===== config.mk =====
export PLATFORM = sky130hd
export DESIGN_NAME = imacfg_regs
export DESIGN_NICKNAME = d
export VERILOG_FILES = /design/src/hdl/imacfg_pkg.sv /design/src/hdl/imacfg_sram_tester.sv /design/src/hdl/imacfg_regs.sv
export SDC_FILE = /design/constraint.sdc
export NUM_CORES = 1
export LEC_CHECK = 0
export BUFFER_PORTS_ARGS = -buffer_cell sky130_fd_sc_hd__buf_2
export CAP_MARGIN = 0
export CELL_PAD_IN_SITES_DETAIL_PLACEMENT = 0
export CELL_PAD_IN_SITES_GLOBAL_PLACEMENT = 1
export CORE_ASPECT_RATIO = 0.6
export CORE_UTILIZATION = 40
export CTS_CLUSTER_SIZE = 20
export DETAILED_ROUTE_END_ITERATION = 7
export PLACE_DENSITY = 0.86
export SYNTH_ARGS = -nofsm -noshare
export SYNTH_HDL_FRONTEND = slang
export SYNTH_HIERARCHICAL = 1
export SYNTH_SLANG_ARGS = --single-unit

===== constraint.sdc =====
create_clock -name pclk -period 4.8 [get_ports pclk]
set_input_delay 0.72 -clock pclk [delete_from_list [all_inputs] [get_ports pclk]]
set_output_delay 0.72 -clock pclk [all_outputs]
set_load 0.02 [all_outputs]

===== src/hdl/imacfg_pkg.sv =====
`default_nettype none
// ============================================================
// Shared constants and carriers of the miscellaneous
// configuration and diagnostic register set.
// ============================================================
package imacfg_pkg;

    // ========================================================
    // Register indices; the APB byte address is four times these.
    // ========================================================
    localparam logic [11:0] IDX_MISC_CONTROL     = 12'h404;
    localparam logic [11:0] IDX_MEM_TEST_ADDR_LO = 12'h405;
    localparam logic [11:0] IDX_MEM_TEST_ADDR_MI = 12'h406;
    localparam logic [11:0] IDX_MEM_TEST_CONTROL = 12'h407;
    localparam logic [11:0] IDX_MEM_TEST_DATA    = 12'h408;
    localparam logic [11:0] IDX_LINK_DIAG_SELECT = 12'h409;
    localparam logic [11:0] IDX_LINK_DELAY_SNAP  = 12'h40A;

    // ========================================================
    // Field positions.
    // ========================================================
    localparam int MISC_ALT_GROUP_BIT = 6;
    localparam int MISC_PHY_SIZE_LSB  = 4;
    localparam int MISC_EXT_HEC_BIT   = 3;
    localparam int MISC_ADDR_CHK_LSB  = 0;
    localparam int TCTL_ADDR20_BIT    = 7;
    localparam int TCTL_MODE_LSB      = 4;
    localparam int TCTL_ADDR_HI_LSB   = 0;
    localparam int DIAG_WCNT_MSB_BIT  = 5;
    localparam int DIAG_LINK_LSB      = 0;

    // ========================================================
    // Writable masks; reserved bits are stored as zero.
    // ========================================================
    localparam logic [7:0] MISC_WRITE_MASK = 8'h7F;
    localparam logic [7:0] DIAG_WRITE_MASK = 8'h1F;

    // ========================================================
    // Reset values.
    // ========================================================
    localparam logic [7:0] RST_MISC_CONTROL = 8'h00;
    localparam logic [7:0] RST_ADDR_BYTE    = 8'h00;
    localparam logic [7:0] RST_TEST_CONTROL = 8'h00;
    localparam logic [7:0] RST_TEST_DATA    = 8'h00;
    localparam logic [7:0] RST_DIAG_SELECT  = 8'h00;
    localparam logic [8:0] RST_SNAPSHOT     = 9'h000;

    // ========================================================
    // Encodings.
    // ========================================================
    localparam logic [1:0] PHY_PER_4     = 2'h0;
    localparam logic [1:0] PHY_PER_16    = 2'h1;
    localparam logic [1:0] PHY_SHARED    = 2'h2;
    localparam logic [1:0] PHY_PER_8     = 2'h3;
    localparam logic [2:0] TEST_NORMAL   = 3'h0;
    localparam logic [2:0] TEST_SRAM     = 3'h1;
    localparam logic [2:0] WIN_HALF      = 3'h0;
    localparam logic [2:0] WIN_QUARTER   = 3'h4;

    // Request to the differential-delay SRAM during test access.
    typedef struct packed {
        logic        req;
        logic        we;
        logic [20:0] addr;
        logic [7:0]  wdata;
    } imacfg_sram_req_s;

endpackage
`default_nettype wire


===== src/hdl/imacfg_sram_tester.sv =====
`default_nettype none
// ============================================================
// Single-byte access engine towards the differential-delay SRAM.
// ============================================================
module imacfg_sram_tester (
    input  wire logic                       pclk,       // Clock.
    input  wire logic                       presetn,    // Asynchronous reset, active low.
    input  wire logic                       start,      // Pulse that launches one access.
    input  wire logic                       we,         // One for a write, zero for a read.
    input  wire logic [20:0]                addr,       // Test address.
    input  wire logic [7:0]                 wdata,      // Byte to write.
    output imacfg_pkg::imacfg_sram_req_s    sram_out,   // Request held until acknowledged.
    input  wire logic                       sram_ack,   // SRAM has completed the access.
    input  wire logic [7:0]                 sram_rdata, // Read byte, valid with sram_ack.
    output logic                            done,       // One-cycle pulse after the ack.
    output logic [7:0]                      rdata       // Last byte read.
);

    typedef enum logic {ST_IDLE, ST_WAIT} imacfg_st_e;

    imacfg_st_e state_r;

    // ========================================================
    // Access sequencing.
    // ========================================================
    // Holds the request until the SRAM acknowledges, then reports done.
    always_ff @(posedge pclk or negedge presetn) begin
        if (!presetn) begin
            state_r  <= ST_IDLE;
            sram_out <= '0;
            done     <= 1'b0;
        end else begin
            done <= 1'b0;
            unique case (state_r)
                ST_IDLE: begin
                    if (start) begin
                        sram_out.req   <= 1'b1;
                        sram_out.we    <= we;
                        sram_out.addr  <= addr;
                        sram_out.wdata <= wdata;
                        state_r        <= ST_WAIT;
                    end
                end
                ST_WAIT: begin
                    if (sram_ack) begin
                        sram_out.req <= 1'b0;
                        done         <= 1'b1;
                        state_r      <= ST_IDLE;
                    end
                end
            endcase
        end
    end

    // Captures the read byte as the access completes.
    always_ff @(posedge pclk or negedge presetn) begin
        if (!presetn) begin
            rdata <= 8'h00;
        end else if (state_r == ST_WAIT && sram_ack && !sram_out.we) begin
            rdata <= sram_rdata;
        end
    end

endmodule
`default_nettype wire


===== src/hdl/imacfg_regs.sv =====
// Behaviour
// - Group down with alternate bit 6 set: tx cell-available as if links active, else inactive.
// - PHY size bits 5-4 pick sharing: per 4, per 16, all shared, per 8 addresses.
// - Bit 3 set: HEC byte bit 7 is the error flag; clear: internal checker.
// - Bits 2, 1, 0 enable comparing address bits 4, 3, 2 on tx and rx buses.
// - Test address is 21 bits: low byte, middle byte, control nibble, control bit 7.
// - Test access field bits 6-4: 0 normal, 1 SRAM test, 2-7 reserved.
// - Test data register holds the byte written or read; resets to zero.
// - Diagnostic access targets the differential-delay SRAM, internal or external.
// - Link field bits 4-0 selects the PHY port reported by diagnostics.
// - Diagnostic select bit 5 is read-only, the write counter's top bit.
// - Snapshot holds 8 low counter bits captured when the read phase is zero.
// - Snapshot scaled: window 0 halves, windows 1-3 unchanged, window 4 quarters.
//
// Added by the designer: the APB interface to the registers.
`default_nettype none
module imacfg_regs #(
    parameter int GROUPS = 16,  // Number of IMA groups.
    parameter int CNT_W  = 11   // Width of the per-link SRAM write counter.
) (
    input  wire logic                       pclk,                   // APB clock, 25 MHz.
    input  wire logic                       presetn,                // Asynchronous reset, active low.
    input  wire logic                       psel,                   // APB select.
    input  wire logic                       penable,                // APB access phase.
    input  wire logic                       pwrite,                 // APB direction, high for write.
    input  wire logic [15:0]                paddr,                  // APB byte address.
    input  wire logic [31:0]                pwdata,                 // APB write data.
    output logic [31:0]                     prdata,                 // APB read data.
    output logic                            pready,                 // APB ready.
    output logic                            pslverr,                // APB error for unmapped address.
    input  wire logic [GROUPS-1:0]          group_state_machine_down, // Group state machine is down.
    input  wire logic [GROUPS-1:0]          group_cell_avail,       // Normal tx cell-available.
    input  wire logic [GROUPS-1:0]          group_cell_avail_all,   // Cell-available if all links active.
    output logic [GROUPS-1:0]               atm_tx_cell_available,  // Per-group tx cell-available.
    input  wire logic [4:0]                 phy_address,            // Current PHY-side address.
    output logic [4:0]                      phy_share_index,        // Shared cell-available/enable set.
    input  wire logic                       hec_valid,              // Header-check byte present.
    input  wire logic [7:0]                 hec_byte,               // Received header-check byte.
    input  wire logic                       hec_internal_error,     // Internal verifier result.
    output logic                            hec_error,              // Selected header error flag.
    input  wire logic [4:0]                 atm_tx_address,         // Tx ATM-side address bus.
    input  wire logic [4:0]                 atm_tx_expected,        // Tx address to match.
    input  wire logic [4:0]                 atm_rx_address,         // Rx ATM-side address bus.
    input  wire logic [4:0]                 atm_rx_expected,        // Rx address to match.
    output logic                            atm_tx_addr_match,      // Tx address matches.
    output logic                            atm_rx_addr_match,      // Rx address matches.
    output logic                            sram_test_active,       // SRAM held for test access.
    output imacfg_pkg::imacfg_sram_req_s    sram_out,               // Test request to the SRAM.
    input  wire logic                       sram_ack,               // SRAM access complete.
    input  wire logic [7:0]                 sram_rdata,             // SRAM read byte.
    output logic [4:0]                      diag_link,              // Selected diagnostic port.
    input  wire logic [CNT_W-1:0]           diag_write_counter,     // Write counter of that port.
    input  wire logic                       diag_read_phase_zero,   // Pulse when the read phase is zero.
    input  wire logic [2:0]                 delay_window            // Delay window setting.
);

    // ========================================================
    // Decoding helpers.
    // ========================================================
    // Register index from the byte address.
    function automatic logic [11:0] reg_index(input logic [15:0] a);
        return a[13:2];
    endfunction

    // True for an address that names a register of this set.
    function automatic logic is_mapped(input logic [15:0] a);
        logic [11:0] i;
        i = reg_index(a);
        return (a[15:14] == 2'h0) && (a[1:0] == 2'h0) &&
               (i >= imacfg_pkg::IDX_MISC_CONTROL) && (i <= imacfg_pkg::IDX_LINK_DELAY_SNAP);
    endfunction

    // Index of the shared PHY-side signal set for an address.
    function automatic logic [4:0] share_index(input logic [1:0] mode, input logic [4:0] a);
        logic [4:0] r;
        r = 5'h00;
        unique case (mode)
            imacfg_pkg::PHY_PER_4:  r = {2'h0, a[4:2]};
            imacfg_pkg::PHY_PER_16: r = {4'h0, a[4]};
            imacfg_pkg::PHY_SHARED: r = 5'h00;
            imacfg_pkg::PHY_PER_8:  r = {3'h0, a[4:3]};
        endcase
        return r;
    endfunction

    // Address compare; bits 4-2 only where the check bit is set.
    function automatic logic addr_match(input logic [4:0] a, input logic [4:0] e, input logic [2:0] chk);
        logic [4:0] m;
        m = {chk, 2'h3};
        return ((a ^ e) & m) == 5'h00;
    endfunction

    // Write counter scaled by the delay window.
    function automatic logic [8:0] scale_count(input logic [CNT_W-1:0] c, input logic [2:0] w);
        logic [CNT_W-1:0] s;
        s = c;
        if (w == imacfg_pkg::WIN_HALF) begin
            s = c >> 1;
        end else if (w == imacfg_pkg::WIN_QUARTER) begin
            s = c >> 2;
        end
        return s[8:0];
    endfunction

    // ========================================================
    // Register state.
    // ========================================================
    logic [7:0]  misc_control_r;
    logic [7:0]  mem_test_addr_low_r;
    logic [7:0]  mem_test_addr_mid_r;
    logic [7:0]  mem_test_control_r;
    logic [7:0]  mem_test_data_r;
    logic [7:0]  link_diag_select_r;
    logic [8:0]  snapshot_r;
    logic        busy_r;

    logic [11:0] idx;
    logic        access;
    logic        commit;
    logic        sram_mode;
    logic        sram_op;
    logic        start;
    logic        eng_done;
    logic [7:0]  eng_rdata;
    logic [20:0] test_addr;
    logic [7:0]  rd_byte;

    // Bus phase decode.
    assign idx       = reg_index(paddr);
    assign access    = psel && penable;
    assign commit    = access && pready;
    assign sram_mode = mem_test_control_r[imacfg_pkg::TCTL_MODE_LSB +: 3] == imacfg_pkg::TEST_SRAM;
    assign sram_op   = sram_mode && is_mapped(paddr) && (idx == imacfg_pkg::IDX_MEM_TEST_DATA);
    assign start     = access && sram_op && !busy_r && !pready;

    // The test address is assembled from four register fields.
    assign test_addr = {mem_test_control_r[imacfg_pkg::TCTL_ADDR20_BIT],
                        mem_test_control_r[imacfg_pkg::TCTL_ADDR_HI_LSB +: 4],
                        mem_test_addr_mid_r,
                        mem_test_addr_low_r};

    // ========================================================
    // SRAM test access engine.
    // ========================================================
    // Drives the differential-delay SRAM port, internal or external.
    imacfg_sram_tester u_tester (
        .pclk       (pclk),
        .presetn    (presetn),
        .start      (start),
        .we         (pwrite),
        .addr       (test_addr),
        .wdata      (pwdata[7:0]),
        .sram_out   (sram_out),
        .sram_ack   (sram_ack),
        .sram_rdata (sram_rdata),
        .done       (eng_done),
        .rdata      (eng_rdata)
    );

    // ========================================================
    // APB answer.
    // ========================================================
    // Read multiplexer over all registers.
    always_comb begin
        rd_byte = 8'h00;
        unique case (idx)
            imacfg_pkg::IDX_MISC_CONTROL:     rd_byte = misc_control_r;
            imacfg_pkg::IDX_MEM_TEST_ADDR_LO: rd_byte = mem_test_addr_low_r;
            imacfg_pkg::IDX_MEM_TEST_ADDR_MI: rd_byte = mem_test_addr_mid_r;
            imacfg_pkg::IDX_MEM_TEST_CONTROL: rd_byte = mem_test_control_r;
            imacfg_pkg::IDX_MEM_TEST_DATA:    rd_byte = sram_op ? eng_rdata : mem_test_data_r;
            imacfg_pkg::IDX_LINK_DIAG_SELECT: begin
                rd_byte = link_diag_select_r;
                rd_byte[imacfg_pkg::DIAG_WCNT_MSB_BIT] = snapshot_r[8];
            end
            imacfg_pkg::IDX_LINK_DELAY_SNAP:  rd_byte = snapshot_r[7:0];
            default:                          rd_byte = 8'h00;
        endcase
    end

    // Ready one cycle into the access phase, or after the SRAM completes.
    always_ff @(posedge pclk or negedge presetn) begin
        if (!presetn) begin
            pready  <= 1'b0;
            pslverr <= 1'b0;
            prdata  <= 32'h0000_0000;
        end else if (pready) begin
            pready  <= 1'b0;
            pslverr <= 1'b0;
        end else if (access && (sram_op ? eng_done : 1'b1)) begin
            pready  <= 1'b1;
            pslverr <= !is_mapped(paddr);
            prdata  <= (pwrite || !is_mapped(paddr)) ? 32'h0000_0000 : {24'h00_0000, rd_byte};
        end
    end

    // Marks an SRAM access in flight so it is launched once.
    always_ff @(posedge pclk or negedge presetn) begin
        if (!presetn) begin
            busy_r <= 1'b0;
        end else if (start) begin
            busy_r <= 1'b1;
        end else if (eng_done) begin
            busy_r <= 1'b0;
        end
    end

    // ========================================================
    // Register writes, taken at the completing edge.
    // ========================================================
    // Configuration and address registers; reserved bits stay zero.
    always_ff @(posedge pclk or negedge presetn) begin
        if (!presetn) begin
            misc_control_r      <= imacfg_pkg::RST_MISC_CONTROL;
            mem_test_addr_low_r <= imacfg_pkg::RST_ADDR_BYTE;
            mem_test_addr_mid_r <= imacfg_pkg::RST_ADDR_BYTE;
            mem_test_control_r  <= imacfg_pkg::RST_TEST_CONTROL;
            link_diag_select_r  <= imacfg_pkg::RST_DIAG_SELECT;
        end else if (commit && pwrite && !pslverr) begin
            unique case (idx)
                imacfg_pkg::IDX_MISC_CONTROL:
                    misc_control_r <= pwdata[7:0] & imacfg_pkg::MISC_WRITE_MASK;
                imacfg_pkg::IDX_MEM_TEST_ADDR_LO:
                    mem_test_addr_low_r <= pwdata[7:0];
                imacfg_pkg::IDX_MEM_TEST_ADDR_MI:
                    mem_test_addr_mid_r <= pwdata[7:0];
                imacfg_pkg::IDX_MEM_TEST_CONTROL:
                    mem_test_control_r <= pwdata[7:0];
                imacfg_pkg::IDX_LINK_DIAG_SELECT:
                    link_diag_select_r <= pwdata[7:0] & imacfg_pkg::DIAG_WRITE_MASK;
                default: ;
            endcase
        end
    end

    // Test data register: host byte on write, SRAM byte after a test read.
    always_ff @(posedge pclk or negedge presetn) begin
        if (!presetn) begin
            mem_test_data_r <= imacfg_pkg::RST_TEST_DATA;
        end else if (commit && !pslverr && idx == imacfg_pkg::IDX_MEM_TEST_DATA) begin
            if (pwrite) begin
                mem_test_data_r <= pwdata[7:0];
            end else if (sram_op) begin
                mem_test_data_r <= eng_rdata;
            end
        end
    end

    // ========================================================
    // Differential delay snapshot.
    // ========================================================
    // Captures the scaled write counter when the read phase is zero.
    always_ff @(posedge pclk or negedge presetn) begin
        if (!presetn) begin
            snapshot_r <= imacfg_pkg::RST_SNAPSHOT;
        end else if (diag_read_phase_zero) begin
            snapshot_r <= scale_count(diag_write_counter, delay_window);
        end
    end

    // Port selection for the delay and anomaly datapath.
    always_ff @(posedge pclk or negedge presetn) begin
        if (!presetn) begin
            diag_link <= 5'h00;
        end else begin
            diag_link <= link_diag_select_r[imacfg_pkg::DIAG_LINK_LSB +: 5];
        end
    end

    // ========================================================
    // Datapath controls.
    // ========================================================
    // Per-group tx cell-available: normal flag while up; while the group is down, the all-active flag if bit 6 is set, else zero.
    for (genvar g = 0; g < GROUPS; g++) begin : g_grp
        always_ff @(posedge pclk or negedge presetn) begin
            if (!presetn) begin
                atm_tx_cell_available[g] <= 1'b0;
            end else if (group_state_machine_down[g]) begin
                atm_tx_cell_available[g] <= misc_control_r[imacfg_pkg::MISC_ALT_GROUP_BIT] &&
                                            group_cell_avail_all[g];
            end else begin
                atm_tx_cell_available[g] <= group_cell_avail[g];
            end
        end
    end

    // PHY-side sharing of cell-available and enable.
    always_ff @(posedge pclk or negedge presetn) begin
        if (!presetn) begin
            phy_share_index <= 5'h00;
        end else begin
            phy_share_index <= share_index(misc_control_r[imacfg_pkg::MISC_PHY_SIZE_LSB +: 2],
                                           phy_address);
        end
    end

    // Header-check error source selection.
    always_ff @(posedge pclk or negedge presetn) begin
        if (!presetn) begin
            hec_error <= 1'b0;
        end else if (!hec_valid) begin
            hec_error <= 1'b0;
        end else if (misc_control_r[imacfg_pkg::MISC_EXT_HEC_BIT]) begin
            hec_error <= hec_byte[7];
        end else begin
            hec_error <= hec_internal_error;
        end
    end

    // ATM-side address comparison on both buses.
    always_ff @(posedge pclk or negedge presetn) begin
        if (!presetn) begin
            atm_tx_addr_match <= 1'b0;
            atm_rx_addr_match <= 1'b0;
        end else begin
            atm_tx_addr_match <= addr_match(atm_tx_address, atm_tx_expected,
                                            misc_control_r[imacfg_pkg::MISC_ADDR_CHK_LSB +: 3]);
            atm_rx_addr_match <= addr_match(atm_rx_address, atm_rx_expected,
                                            misc_control_r[imacfg_pkg::MISC_ADDR_CHK_LSB +: 3]);
        end
    end

    // Test ownership of the SRAM, normal operation otherwise.
    always_ff @(posedge pclk or negedge presetn) begin
        if (!presetn) begin
            sram_test_active <= 1'b0;
        end else begin
            sram_test_active <= sram_mode;
        end
    end

endmodule
`default_nettype wire


Word level (Yosys, flattened, before mapping)
Index checks and enable logic that the tools add are counted.
{"block": "totals", "word_cells": 157, "register_bits": 159, "output_inout_bits": 95, "input_bits": 160}
{"block": "op_classes", "n_lt_le_gt_ge": 2, "bitwise": 6, "eq_ne": 14, "n_reduce_logical": 55, "mux": 40}
{"operator": "$eq A12 B11 Y1 const B", "count": 7}
{"operator": "$pmux W8 S7", "count": 1}
{"operator": "$logic_and A1 B1 Y1", "count": 33}
{"operator": "$mux W31", "count": 1}
{"operator": "$mux W1", "count": 30}
{"operator": "$mux W8", "count": 3}
{"operator": "$pmux W5 S4", "count": 1}
{"operator": "$mux W9", "count": 2}
{"operator": "$reduce_and A2 Y1", "count": 8}
{"operator": "$ge A12 B11 Y1 const B", "count": 1}
{"operator": "$le A12 B11 Y1 const B", "count": 1}
{"operator": "$and A5 B5 Y5", "count": 2}
{"operator": "$logic_not A5 Y1", "count": 2}
{"operator": "$xor A5 B5 Y5", "count": 2}
{"operator": "$logic_not A2 Y1", "count": 3}
{"operator": "$logic_not A1 Y1", "count": 5}
{"operator": "$eq A2 B2 Y1 const B", "count": 2}
{"operator": "$ne A2 B2 Y1 const B", "count": 2}
{"operator": "$pmux W1 S2", "count": 2}
{"operator": "$reduce_bool A2 Y1", "count": 2}
{"operator": "$eq A3 B1 Y1 const B", "count": 1}
{"operator": "$eq A3 B3 Y1 const B", "count": 1}
{"operator": "$logic_not A3 Y1", "count": 1}
{"operator": "$eq A2 B1 Y1 const B", "count": 1}
{"operator": "other kinds (2)", "count": 3}

Longest topological paths before layout
{"block": "depth", "depth_word": 11, "depth_mapped": 9, "ltp_nobuf": 6}

Cells and area by module
The synthesis kept the hierarchy.
{"mod": "imacfg_regs", "n_inst": 1, "cells_per_inst": 446, "area_each_um2": 4951.0, "seq_area_each_um2": 2302.2}
{"mod": "imacfg_sram_tester", "n_inst": 1, "cells_per_inst": 90, "area_each_um2": 1535.2, "seq_area_each_um2": 1026.0}

Worst setup path after synthesis
Ideal clock, no wire load.
{"block": "synth_timing", "kind": "input to register", "start": "input paddr[15]", "end": "register u_tester/sram_out[15] (netlist name)", "path_stages": 8, "t_required_ps": 4675, "setup_time_ps": 125, "path_buffers": 3, "arrival_time_ps": 3027, "slack_ps": 1648, "cell_sequence": "or4_4 > buf_6 > or4_4 > buf_6 > nor4_4 > nor2b_2 > buf_6 > mux2_2"}
{"block": "synth_via", "elab_chain_cells": 10}
{"item": "start: declaration", "line": "imacfg_regs.sv:26", "rtl": "input wire logic [15:0] paddr,"}
{"item": "$logic_not A2 Y1", "line": "imacfg_regs.sv:69", "rtl": "return (a[15:14] == 2'h0) && (a[1:0] == 2'h0) &&"}
{"item": "$logic_and A1 B1 Y1 (2 in series)", "line": "imacfg_regs.sv:69"}
{"item": "$logic_and A1 B1 Y1", "line": "imacfg_regs.sv:70", "rtl": "(i >= imacfg_pkg::IDX_MISC_CONTROL) && (i <= imacfg_pkg::IDX_LINK_DELAY_SNAP);"}
{"item": "$logic_and A1 B1 Y1 (2 in series)", "line": "imacfg_regs.sv:133", "rtl": "assign sram_op = sram_mode && is_mapped(paddr) && (idx == imacfg_pkg::IDX_MEM_TEST_DATA);"}
{"item": "$logic_and A1 B1 Y1 (3 in series)", "line": "imacfg_regs.sv:134", "rtl": "assign start = access && sram_op && !busy_r && !pready;"}
{"item": "net start", "line": "imacfg_regs.sv:122", "rtl": "logic start;"}
{"item": "$reduce_and A2 Y1 (no line)"}
The timed path passes the listed nets, and every way through them passes these cells.
A chain may end at the register's enable or synchronous reset.

Worst setup path after layout
{"block": "layout_timing", "start": "input paddr[9]", "end": "register u_tester/sram_out[15] (netlist name)"}
{"block": "layout_via", "elab_chain_cells": 9, "word_cells_on_any_way": 11, "cone_classes": "order compare: 2; eq/ne: 1; reduce/logical: 8"}
{"item": "$ge A12 B11 Y1", "line": "imacfg_regs.sv:70"}
{"item": "$logic_and A1 B1 Y1", "line": "imacfg_regs.sv:69"}
{"item": "$logic_and A1 B1 Y1", "line": "imacfg_regs.sv:70"}
{"item": "$logic_and A1 B1 Y1", "line": "imacfg_regs.sv:133"}
{"item": "$logic_and A1 B1 Y1 *", "line": "imacfg_regs.sv:133"}
{"item": "$logic_and A1 B1 Y1 * (3 in series)", "line": "imacfg_regs.sv:134"}
{"item": "net start", "line": "imacfg_regs.sv:122"}
{"item": "$reduce_and A2 Y1 (no line) *"}
Mark *: on every way through the listed nets, which the timed path passes. The rest lies on a longest branch.

==> run metrics <==
final design area excluding fillers=just over 0.008 mm^2; most frequent cells in the layout=194 x buf_2, 133 x dfrtp_1, 85 x mux2_2; GPL Wtd Cong=0.916; unrepaired setup endpoints after global routing=false; CP endpoint kind=flop; drt wl/cell=18.1 um; Comb pwr share=8.3%; Setup CP Type=input pin to flop; clock network power share=48.6%; final non-filler cell total=949; post-synthesis cell area=0.00649 mm^2; GRT Total Usage=20.7%; hold_ws=0.403 ns; CTS root buf=clkbuf_16; DRT Pass-1 Iters=7; CP required=5.09 ns; Mapped Cells=536; Num CTS Buffers=17; fin crit period=~3.3 ns; relative slew slack=a little under two fifths; Final Total Pwr=2.69 mW; Synth Warn #=6; Synth Flop Type=dfrtp_1; post-layout util=52.2%; post-cts resize count=0; clock latency at the later pin of the worst-skew pair=0.41 ns; Hold Buf Count CTS=0; initial core utilization=41.6%; Synth cell types=56; core area=0.0156 mm^2; row cnt=35; Slew Viols, Final=0; TritonCTS clock tree=yes; GR Overflow Total=0; Post-DP HPWL=around 13000 um; internal power=2.07 mW; Crit-path slowest cell=or4_4; share of synthesized registers carrying an async set or reset=100%; Clock Path Buffers=2; Synth-to-Final Area Change=25.4%; CP max FO=30; layout cell share with drive strength beyond 1=45.0%; clock-pin slew on the worst setup and hold paths=around 0.060 ns; CTS sink count=133; critical path's largest stage delay=0.73 ns; vias in the first global route=4737; die width=166 um; fmax=306 MHz; status=finished, violations left; Psw=a little over 0.6 mW; Sw Share=23.1%; largest net degree at the start of global routing=97; Final WS setup=1.53 ns; skew final=~0.010 ns; sequential area share after synthesis=about half; placed instance count=roughly 900; commonest non-fill, non-tap cell in the layout=buf_2; flops & latches, synth=133; CP arrival=3.56 ns; PwrDens=330 mW/mm^2; initial drt markers=362; first-pass GRT wire length=26300 um; dpl ws=1.11 ns; Die Height=101 um; Avg Inst Size Synth=~12 um^2; layout net count=894; post-route ant nets=0; IO Port Bufs=around 200; worst-margin pin slew=between 0.9 and 1 ns; # IOs=about 260; initial antenna violation count=0; dpl cell area=approximately 0.0075 mm^2; Hold WC Path Type=input pin to async pin; Max IR drop VDD=0.234 mV; failing checks=design-rule violations; fin crit share=68.0%; die footprint=0.0167 mm^2; Pleak=4.14 nW; EDFF count, synth=0; startpoint types=input pin; Final Setup Violations=0; final hold vios=0; Seq pwr share=43.1%; CTS H-tree lvls=4; critical-path cell list=buf_2 > nor4_1 > nand2_1 > or4_4 > nor4_4 > nor2b_2 > buf_4 > mux2_2; # Post-CTS Setup Buffers=0; diode count=0; DR vias/cell=5.27; DRC Markers=14; vias=4997; max-cap check violation count=0; Setup TNS Final=0 ns; routed wire length=around 17000 um
==> critical path: cells and delay by family <==
family / cells / cell delay [ns]
buffers and inverters: 2 / 0.48
AND/OR/NAND/NOR: 5 / 1.95
multiplexers: 1 / 0.40
==> routing by layer <==
layer	vias up	global-route usage (%)	part of all wire, %
met3	18	5.58	6.7
li1	2295	-	-
met1	2493	30.6	49
met2	191	30.2	44
met4	0	4.70	0.82
met5	-	0	0
==> power groups by stage <==
stage | sequential (mW) | clock [mW] | combinational [mW]
after floorplan | 1.19 | 0 | 0.107
after global placement | 1.17 | 0 | 0.217
after detailed placement | 1.18 | 0 | 0.223
after CTS | 1.16 | 1.33 | 0.224
after global routing | 1.16 | 1.38 | 0.245
final | 1.16 | 1.31 | 0.223
==> final timing paths <==
check / start / endpoint / slack (ns) / cells past startpoint
max: paddr[9] / u_tester/sram_out[15] / 1.53 / 8
min: presetn / diag_link[0] / 0.40 / 1
max reg2reg: mem_test_control_r[5] / u_tester/sram_out[15] / 1.58 / 7
min reg2reg: link_diag_select_r[1] / diag_link[1] / 0.42 / 0
max in group asynchronous: presetn / mem_test_control_r[6] / 3.37 / 2
min in group pclk: link_diag_select_r[1] / diag_link[1] / 0.42 / 0
==> state kept, by name, summed over array words and instances, names as in the netlist, 3 cells and up <==
| register | count |
|---|---|
| snapshot_r | 9 |
| mem_test_data_r | 8 |
| diag_link | 5 |
| prdata | 8 |
| mem_test_addr_low_r | 8 |
| u_tester/rdata | 8 |
| atm_tx_cell_available | 16 |
| misc_control_r | 7 |
| phy_share_index | 3 |
| mem_test_addr_mid_r | 8 |
| mem_test_control_r | 8 |
| link_diag_select_r | 5 |
| u_tester/sram_out | 31 |
==> cell usage after synthesis, types with 2 or more instances <==
| master | n | area (um^2) |
|---|---|---|
| a32oi_1 | 18 | 158 |
| mux2_1 | 4 | 45.0 |
| inv_1 | 22 | 82.6 |
| nand3_1 | 28 | 140 |
| o21ai_0 | 30 | 150 |
| dfrtp_1 | 133 | 3330 |
| nor4b_2 | 2 | 30.0 |
| nor3_4 | 3 | 48.8 |
| a22o_1 | 2 | 17.5 |
| o31ai_1 | 5 | 37.5 |
| nor4_4 | 3 | 63.8 |
| nand2b_1 | 3 | 18.8 |
| clkbuf_1 | 6 | 22.5 |
| nor4b_1 | 2 | 17.5 |
| a211oi_1 | 2 | 15.0 |
| o22ai_1 | 2 | 12.5 |
| mux2_2 | 85 | 957 |
| xor2_1 | 6 | 52.6 |
| nand3b_1 | 7 | 52.6 |
| nor2b_1 | 13 | 81.3 |
| or4_4 | 3 | 33.8 |
| buf_1 | 2 | 7.51 |
| and3b_1 | 2 | 17.5 |
| nor3_1 | 2 | 10.0 |
| mux4_2 | 3 | 67.6 |
| and2_1 | 3 | 18.8 |
| nor3b_1 | 2 | 15.0 |
| a21o_1 | 2 | 15.0 |
| buf_2 | 6 | 30.0 |
| xnor2_1 | 4 | 35.0 |
| nor2_1 | 18 | 67.6 |
| a21oi_1 | 12 | 60.1 |
| mux2i_1 | 20 | 200 |
| buf_6 | 5 | 56.3 |
| a22oi_1 | 7 | 52.6 |
| buf_4 | 26 | 195 |
| nand2_1 | 24 | 90.1 |
==> cell type report <==
cell class	instances	area, um^2
clock inverter	9	128
timing repair buffer	199	1010
multi-input combinational	361	2860
inverter	22	82.6
tap	203	254
clock buffer	22	464
fill	1395	7460
sequential	133	3330
==> kinds of logic (layout without fill, tap and decap cells) <==
group	Yosys count	count (layout)	synth area share, %
other cells	1	26	0.0578
simple gates	128	128	12.9
compound gates	85	85	8.70
mux	112	112	19.6
buf+inv	67	252	6.08
flops	133	133	51.3
xor+xnor	10	10	1.35
Note: power is estimated with default switching activity, not from simulation.
